### src/verilog/bcf_pkg.sv
package bcf_pkg;
    localparam logic [3:0] BCF_OPC = 4'h9;
    localparam int BCF_OPC_MSB = 15;
    localparam int BCF_BIT_LSB = 9;
    localparam int BCF_ACC_POS = 8;
    localparam logic [7:0] BCF_IDX_MAX = 8'h5F;
    // Access bank addresses from 0x60 up map to special function registers in bank F
    localparam logic [7:0] BCF_ACC_SPLIT = 8'h60;
    localparam logic [3:0] BCF_SFR_BANK = 4'hF;
    localparam logic [3:0] BCF_ACC_BANK = 4'h0;
    localparam logic [11:0] BCF_ADDR_RST = 12'h000;
    localparam logic [7:0] BCF_DATA_RST = 8'h00;
    typedef enum logic [3:0] {
        BCF_Q1 = 4'b0001,
        BCF_Q2 = 4'b0010,
        BCF_Q3 = 4'b0100,
        BCF_Q4 = 4'b1000
    } bcf_phase_t;
endpackage
### src/verilog/bcf_addr.sv
`timescale 1ns/1ps
`default_nettype none
module bcf_addr (
    input wire logic [7:0] f,
    input wire logic acc,
    input wire logic ext_en,
    input wire logic [3:0] bank,
    input wire logic [11:0] fsr2,
    output logic [11:0] addr
);
    always_comb begin
        if (acc) begin
            addr = {bank, f};
        end else if (ext_en && f <= bcf_pkg::BCF_IDX_MAX) begin
            addr = fsr2 + {4'h0, f};
        end else if (f >= bcf_pkg::BCF_ACC_SPLIT) begin
            addr = {bcf_pkg::BCF_SFR_BANK, f};
        end else begin
            addr = {bcf_pkg::BCF_ACC_BANK, f};
        end
    end
endmodule
`default_nettype wire

### src/verilog/bcf_core.sv
`timescale 1ns/1ps
`default_nettype none
module bcf_core (
    input wire logic CLK_SYS,
    input wire logic RESETN,
    input wire logic INSTR_VALID,
    input wire logic [15:0] INSTR_WORD,
    input wire logic EXT_EN,
    input wire logic [3:0] BANK_SELECT_REG,
    input wire logic [11:0] INDEX_BASE,
    input wire logic [7:0] MEM_RDATA,
    output logic [11:0] MEM_ADDR,
    output logic MEM_RD,
    output logic MEM_WR,
    output logic [7:0] MEM_WDATA,
    output logic BUSY,
    output logic DONE
);
    typedef struct packed {
        bcf_pkg::bcf_phase_t ph;
        logic active;
        logic [2:0] bit_idx;
        logic [11:0] addr;
        logic [7:0] data;
        logic done;
    } bcf_state_t;

    bcf_state_t s;
    bcf_state_t next_s;
    logic [11:0] dec_addr;
    logic is_bcf;
    logic acc_bit;
    logic [7:0] f_field;
    logic [7:0] clr_mask;

    ////////////////////////////////////////////////////////////////
    // Opcode match kept in one place so the decode and its checks agree
    function automatic logic bcf_match(input logic [15:0] word);
        return word[bcf_pkg::BCF_OPC_MSB -: 4] == bcf_pkg::BCF_OPC;
    endfunction

    // Field layout must keep opcode, bit index and access bit apart
    if (bcf_pkg::BCF_BIT_LSB + 3 > bcf_pkg::BCF_OPC_MSB - 3 ||
        bcf_pkg::BCF_ACC_POS >= bcf_pkg::BCF_BIT_LSB) begin : g_bad_layout
        $error("Instruction field layout overlaps");
    end

    assign is_bcf = bcf_match(INSTR_WORD);
    assign acc_bit = INSTR_WORD[bcf_pkg::BCF_ACC_POS];
    assign f_field = INSTR_WORD[7:0];

    // One gate per bit turns the clear into a plain AND mask
    for (genvar gi = 0; gi < 8; gi++) begin : g_mask
        assign clr_mask[gi] = s.bit_idx != 3'(gi);
    end

    bcf_addr u_addr (
        .f(f_field),
        .acc(acc_bit),
        .ext_en(EXT_EN),
        .bank(BANK_SELECT_REG),
        .fsr2(INDEX_BASE),
        .addr(dec_addr)
    );

    ////////////////////////////////////////////////////////////////
    // Phases advance every clock; a new word is only taken in Q1
    always_comb begin
        next_s = s;
        next_s.done = 1'b0;
        unique case (s.ph)
            bcf_pkg::BCF_Q1: begin
                next_s.ph = bcf_pkg::BCF_Q2;
                next_s.active = INSTR_VALID && is_bcf;
                next_s.bit_idx = INSTR_WORD[bcf_pkg::BCF_BIT_LSB +: 3];
                next_s.addr = dec_addr;
            end
            bcf_pkg::BCF_Q2: begin
                next_s.ph = bcf_pkg::BCF_Q3;
                next_s.data = MEM_RDATA;
            end
            bcf_pkg::BCF_Q3: begin
                next_s.ph = bcf_pkg::BCF_Q4;
                next_s.data = s.data & clr_mask;
            end
            bcf_pkg::BCF_Q4: begin
                next_s.ph = bcf_pkg::BCF_Q1;
                next_s.done = s.active;
                next_s.active = 1'b0;
            end
            default: next_s.ph = bcf_pkg::BCF_Q1;
        endcase
    end

    always_ff @(posedge CLK_SYS or negedge RESETN) begin
        if (!RESETN) begin
            s <= '{ph: bcf_pkg::BCF_Q1, active: 1'b0, bit_idx: 3'h0,
                   addr: bcf_pkg::BCF_ADDR_RST, data: bcf_pkg::BCF_DATA_RST, done: 1'b0};
        end else begin
            s <= next_s;
        end
    end

    ////////////////////////////////////////////////////////////////
    // No status outputs exist: flags are left untouched by construction
    assign MEM_ADDR = s.addr;
    assign MEM_WDATA = s.data;
    assign MEM_RD = s.active && s.ph == bcf_pkg::BCF_Q2;
    assign MEM_WR = s.active && s.ph == bcf_pkg::BCF_Q4;
    assign BUSY = s.active;
    assign DONE = s.done;
endmodule
`default_nettype wire

### config.mk
export PLATFORM = sky130hd
export DESIGN_NAME = bcf_core
export DESIGN_NICKNAME = d
export VERILOG_FILES = /design/src/verilog/bcf_pkg.sv /design/src/verilog/bcf_addr.sv /design/src/verilog/bcf_core.sv
export SDC_FILE = /design/constraint.sdc
export NUM_CORES = 1
export LEC_CHECK = 0
export BUFFER_PORTS_ARGS = -buffer_cell sky130_fd_sc_hd__clkbuf_2
export CAP_MARGIN = 15
export CORE_ASPECT_RATIO = 1.25
export CORE_MARGIN = 2
export CORE_UTILIZATION = 50
export CTS_CLUSTER_DIAMETER = 60
export DETAILED_ROUTE_END_ITERATION = 7
export PLACE_DENSITY = 0.8
export SLEW_MARGIN = 20
export SYNTH_ARGS = -nofsm -noshare
export SYNTH_HDL_FRONTEND = slang
export SYNTH_SLANG_ARGS = --single-unit
### constraint.sdc
create_clock -name CLK_SYS -period 2.1 [get_ports CLK_SYS]
set_input_delay 0.42 -clock CLK_SYS [delete_from_list [all_inputs] [get_ports CLK_SYS]]
set_output_delay 0.42 -clock CLK_SYS [all_outputs]
set_load 0.005 [all_outputs]
* Word-level counts from Yosys, hierarchy flattened *
Index checks and enable logic that the tools add are counted.

storage, ports and cells
  input port bits = 44
  flip-flop bits (word level) = 29
  output and inout bits = 24

operators by class
  order comparisons = 2
  equality and inequality tests = 12
  muxes and demuxes = 7
  add/subtract/negate cells = 1
  reductions and logical operators = 7
  bitwise operators = 1

operators with widths
  kind                  number
  $mux W12              3
  $pmux W8 S2           1
  $add A12 B8 Y12       1
  $ne A3 B3 Y1 const B  4
  $pmux W4 S3           1
  $and A8 B8 Y8         1
  $eq A4 B4 Y1 const B  2
  $ge A8 B7 Y1 const B  1
  $le A8 B7 Y1 const B  1
  $ne A3 B2 Y1 const B  2
  $eq A4 B1 Y1 const B  1
  $eq A4 B2 Y1 const B  1
  $eq A4 B3 Y1 const B  1
  $logic_and A1 B1 Y1   4
  $reduce_bool A2 Y1    2
  $ne A3 B1 Y1 const B  1
  $reduce_bool A3 Y1    1
  $pmux W1 S2           1
  $mux W1               1

* Depth between registers and ports, before layout *
  depth in word-level cells = 4
  mapped depth = 9

* Cells and area by module *
From an unflattened synthesis, not the netlist that was laid out.

second synthesis, totals
  cell total of the unflattened synthesis = 208
  area, all modules = 1968.1 sq um

by module, submodules not included
  module    area an instance (sq um)  sequential area each (sq um)  cells each  instances
  bcf_core  1315.0                    726.9                         114         1
  bcf_addr  653.1                     0.0                           94          1

* Worst setup path after synthesis *
Ideal clock, no wire load.

  path kind = input to register
  start point = input INSTR_WORD[0]
  end point = register s, in the netlist MEM_ADDR[10]
  path buffers = 0
  stages = 9
  path slack = -0.017 ns
  arrival = 2.048 ns
  library setup time = 0.069 ns
  required time = 2.031 ns
  path through = ha_1 inv_1 fa_1 and2b_1 o21ai_0 nand4b_1 a21oi_1 or4b_1 nand3_1

between the ends
  word-level cells in the longest chain between the ends = 4
  elaborated cells on any way between the ends = 7

RTL lines
  item                                             line                            text
  start: declaration                               bcf_core.sv:7                   input wire logic [15:0] INSTR_WORD,
  $ge A8 B7 Y1 or $le A8 B7 Y1 (tied branches)     bcf_addr.sv:16, bcf_addr.sv:14
  $mux W12 or $logic_and A1 B1 Y1 (tied branches)  bcf_addr.sv:16, bcf_addr.sv:14
  $mux W12 (*)                                     bcf_addr.sv:14                  end else if (ext_en && f <= bcf_pkg::BCF_IDX_MAX) begin
  $mux W12 (*)                                     bcf_addr.sv:12                  if (acc) begin
  end signal: assignment                           bcf_core.sv:97                  s <= '{ph: bcf_pkg::BCF_Q1, active: 1'b0, bit_idx: 3'h0,
  end signal: assignment                           bcf_core.sv:100                 s <= next_s;
  end: declaration                                 bcf_core.sv:28                  bcf_state_t s;

Mark *: on every way between the ends. The rest lies on a longest branch, timed or not.
A chain may end at the register's enable or synchronous reset.

* Final worst setup path *
Same ends and word-level chain as after synthesis.

==> impl_metrics.csv <==
group,metric,value,unit
hold_path,timing.hold.worst.class,"in -> async",
layout,final_core_utilization,62.9,%
clock_network,clock_insertion_delay_worst_skew,0.28,ns
power_and_ir_drop,max_rail_drop_vdd,0.249,mV
status,violated_checks,"design-rule violations",
placed_design,numPortBuffers,67,
layout,insertedDiodeCount,0,
sta,final-hold-violation-count,0,
floorplanning,starting_density_of_the_core,53.1,%
yosys,synth_area_leader_cell,"dfrtp_1",
sta,final_setup_slack_of_the_worst_path,0.124,ns
global_routing,grt_overflow_total,0,
floorplanning,dieArea,4270,um2
yosys,register_bit_count_reported_by_yosys,29,
layout,final_layout_size_suffix_gt1_share,33.5,%
clock_network,cts.root.buffer_cell,"clkbuf_8",
route,drcViolationCount,7,
setup_path,critPathRequiredTime,2.31,ns
setup_path,timing.rr.end,"MEM_WDATA[0]",
placed_design,hpwlAfterDp,3200,um
yosys,synth_cells,214,
setup_path,worst_case_register_to_register_setup_slack,0.43,ns
yosys,post-synth-top-area-fraction,37.3,%
global_routing,track_usage,20.2,%
yosys,synth_xor_xnor_area_share,3.26,%
clock_network,clk_transition_reported_paths,0.06,ns
yosys,synth-warning-count,0,
yosys,syn_area,1880,um2
global_routing,grt_max_degree,34,
clock_network,htree_num_levels,2,
yosys,synthSimpleGateAreaFrac,17.7,%
route,detailedRoute.firstPassIterationCount,6,
sta,final-max-slew-violation-count,0,
clock_network,cts.repair_timing.setup_buffer_count,0,
layout,area_growth_syn_to_layout,18.4,%
floorplanning,chipHeight,72.6,um
global_routing,wire_length_of_the_first_global_routing_pass,6510,um
clock_network,clockBufferDepth,2,
sta,transition_time_at_the_pin_with_the_least_slew_margin,0.706,ns
layout,register_area,727,um2
yosys,synth_fa_ha_area_share,6.39,%
sta,finalSetupViolations,0,
sta,timing.hold.ws,0.179,ns
layout,multiInputGateArea,943,um2
route,via_count,1667,
clock_network,clock_sink_count,29,
yosys,netlist-cell-type-count,43,
yosys,ys.flop_type,"dfrtp_1",
power_and_ir_drop,total_power_per_unit_cell_area,597,nW/um2
clock_network,cts_tree,"built",
layout,final_nets,321,
route,detail_route.vias_per_cell,5.41,
global_routing,initial_antenna_violation_count,0,
setup_path,path_max_fanout,3,
layout,fill_cells,350,
sta,fin_crit,1.98,ns
setup_path,critPathArrivalTime,2.19,ns
floorplanning,placementRows,24,
power_and_ir_drop,power_leakage,0.00109,uW
clock_network,number_of_buffers_created_by_cts,5,
route,final_antenna_net_count,0,
sta,worst_clock_skew,0.00690,ns
setup_path,reg2reg_from,"s[26]",
floorplanning,floorplan.core_area,3540,um2
yosys,synth_seq_area_share,38.7,%
global_routing,first_global_vias,1618,
job,cap_violations,0,
floorplanning,die_x,58.9,um
sta,timing.setup.tns,0,ns
route,routed_wire_length,4020,um
yosys,synth_compound_area_share,19.8,%
sta,layout_worst_path_cycle_share,94.1,%
sta,max-slew-margin-rel,52.9,%
yosys,synthesized_area_per_cell,8.79,um2
yosys,synth.top_cells.by_area,"dfrtp_1 37%, buf_4 8.4%, o21ai_0 7.5%",
setup_path,worstSetupPathType,"in -> reg",
sta,timing.fmax,506,MHz
setup_path,setup.worst_path.end_class,"flop",
status,status,"finished with violations",
yosys,synthMuxAreaShare,2.73,%
yosys,postSynthNetCount,267,
yosys,synth-edff-count,0,
floorplanning,total_i_o_pin_count,68,
yosys,synth_top_cells_by_count,"28 x dfrtp_1, 28 x o21ai_0, 21 x buf_4, 21 x nand2_1, 20 x nor2_1",
setup_path,timing.critical_path.from_type,"input pin",
yosys,largest_family_of_logic_cells_by_synthesized_area,"compound AO/OA/AOI/OAI gates",
route,routedWlPerCell,13.0,um
setup_path,worstRegToRegCells,5,
route,dr.first_iter.drc_count,51,
placed_design,place_ws,-0.206,ns
placed_design,finalWeightedCongestion,0.855,
sta,rsz0062_at_grt,"false",
yosys,synth_async_sr_flop_share,100,%
==> cell families (layout without fill, tap and decap cells) <==
kind of cell	after synthesis	after routing
adder cells (fa/ha/maj)	9	9
AND/OR/NAND/NOR	65	65
buffers and inverters	36	91
multiplexers	5	5
XOR/XNOR	7	7
AO/OA/AOI/OAI	63	63
flip-flops	29	29
==> critical path: stages <==
cell,delay [ns]
clkbuf_2,0.10
ha_2,0.18
inv_1,0.05
fa_2,0.32
and2b_1,0.21
o21ai_1,0.09
nand4b_1,0.12
a21oi_1,0.10
or4b_1,0.50
nand3_1,0.09
==> how the worst max path moves through the flow <==
stage	from	to	slack (ns)	depth (start not counted)
finish	INSTR_WORD[0]	MEM_ADDR[10]	0.12	10
global route	INSTR_WORD[0]	MEM_ADDR[10]	0.02	10
CTS	INSTR_WORD[0]	MEM_ADDR[10]	0.08	10
detailed placement	INSTR_WORD[0]	MEM_ADDR[10]	-0.21	10
global placement	INSTR_WORD[0]	MEM_ADDR[10]	-0.14	10
floorplan	INSTR_WORD[0]	MEM_ADDR[10]	0.02	9
==> cell type report <==
cell class                 instances  area share [%]
clock buffer                       8            4.04
inverter                          10            1.69
multi-input combinational        149            42.4
sequential                        29            32.6
tap                               39            2.19
timing repair buffer              73            17.1
==> metrics by stage <==
stage,power [uW],instance area [um2],instances
after floorplan,794,1880,214
after global placement,870,2130,300
after detailed placement,879,2130,300
after CTS,1350,2220,308
after global routing,1410,2230,308
final,1330,2230,308
==> state kept, by name, indices dropped and copies added, names as in the netlist <==
register	count
MEM_ADDR	12
MEM_WDATA	8
s	7
BUSY	1
DONE	1
==> power breakdown <==
part	internal, uW	total [uW]	switching (uW)
sequential	592	612	20.1
clock	266	461	195
combinational	124	256	133
==> routing by layer <==
layer  up-vias  GRT usage, %  part of all wire, %
met5         -             0                    0
met4         0          11.4                  3.6
met3        14          4.99                  5.7
met2        60          37.8                   53
met1       755          19.5                   37
li1        838             -                    -
==> placed cells by master (no fill, tap or decap), types with 3 or more instances in the layout <==
cell type / n
a21oi_1: 15
a22o_1: 3
and2_1: 3
buf_4: 6
clkbuf_2: 67
clkbuf_8: 6
dfrtp_1: 28
ha_1: 7
inv_1: 10
mux2i_1: 4
nand2_1: 21
nor2_1: 20
nor2b_1: 3
nor3_1: 3
o21ai_0: 27
o31ai_1: 4
xor2_1: 6
==> timing repair <==
| action | CTS | global route |
|---|---|---|
| resized for setup | 0 | 2 |
| hold buffers | 0 | 0 |
| endpoints found under the setup margin | 0 | 1 |
Power figures use the tool's default switching activity.
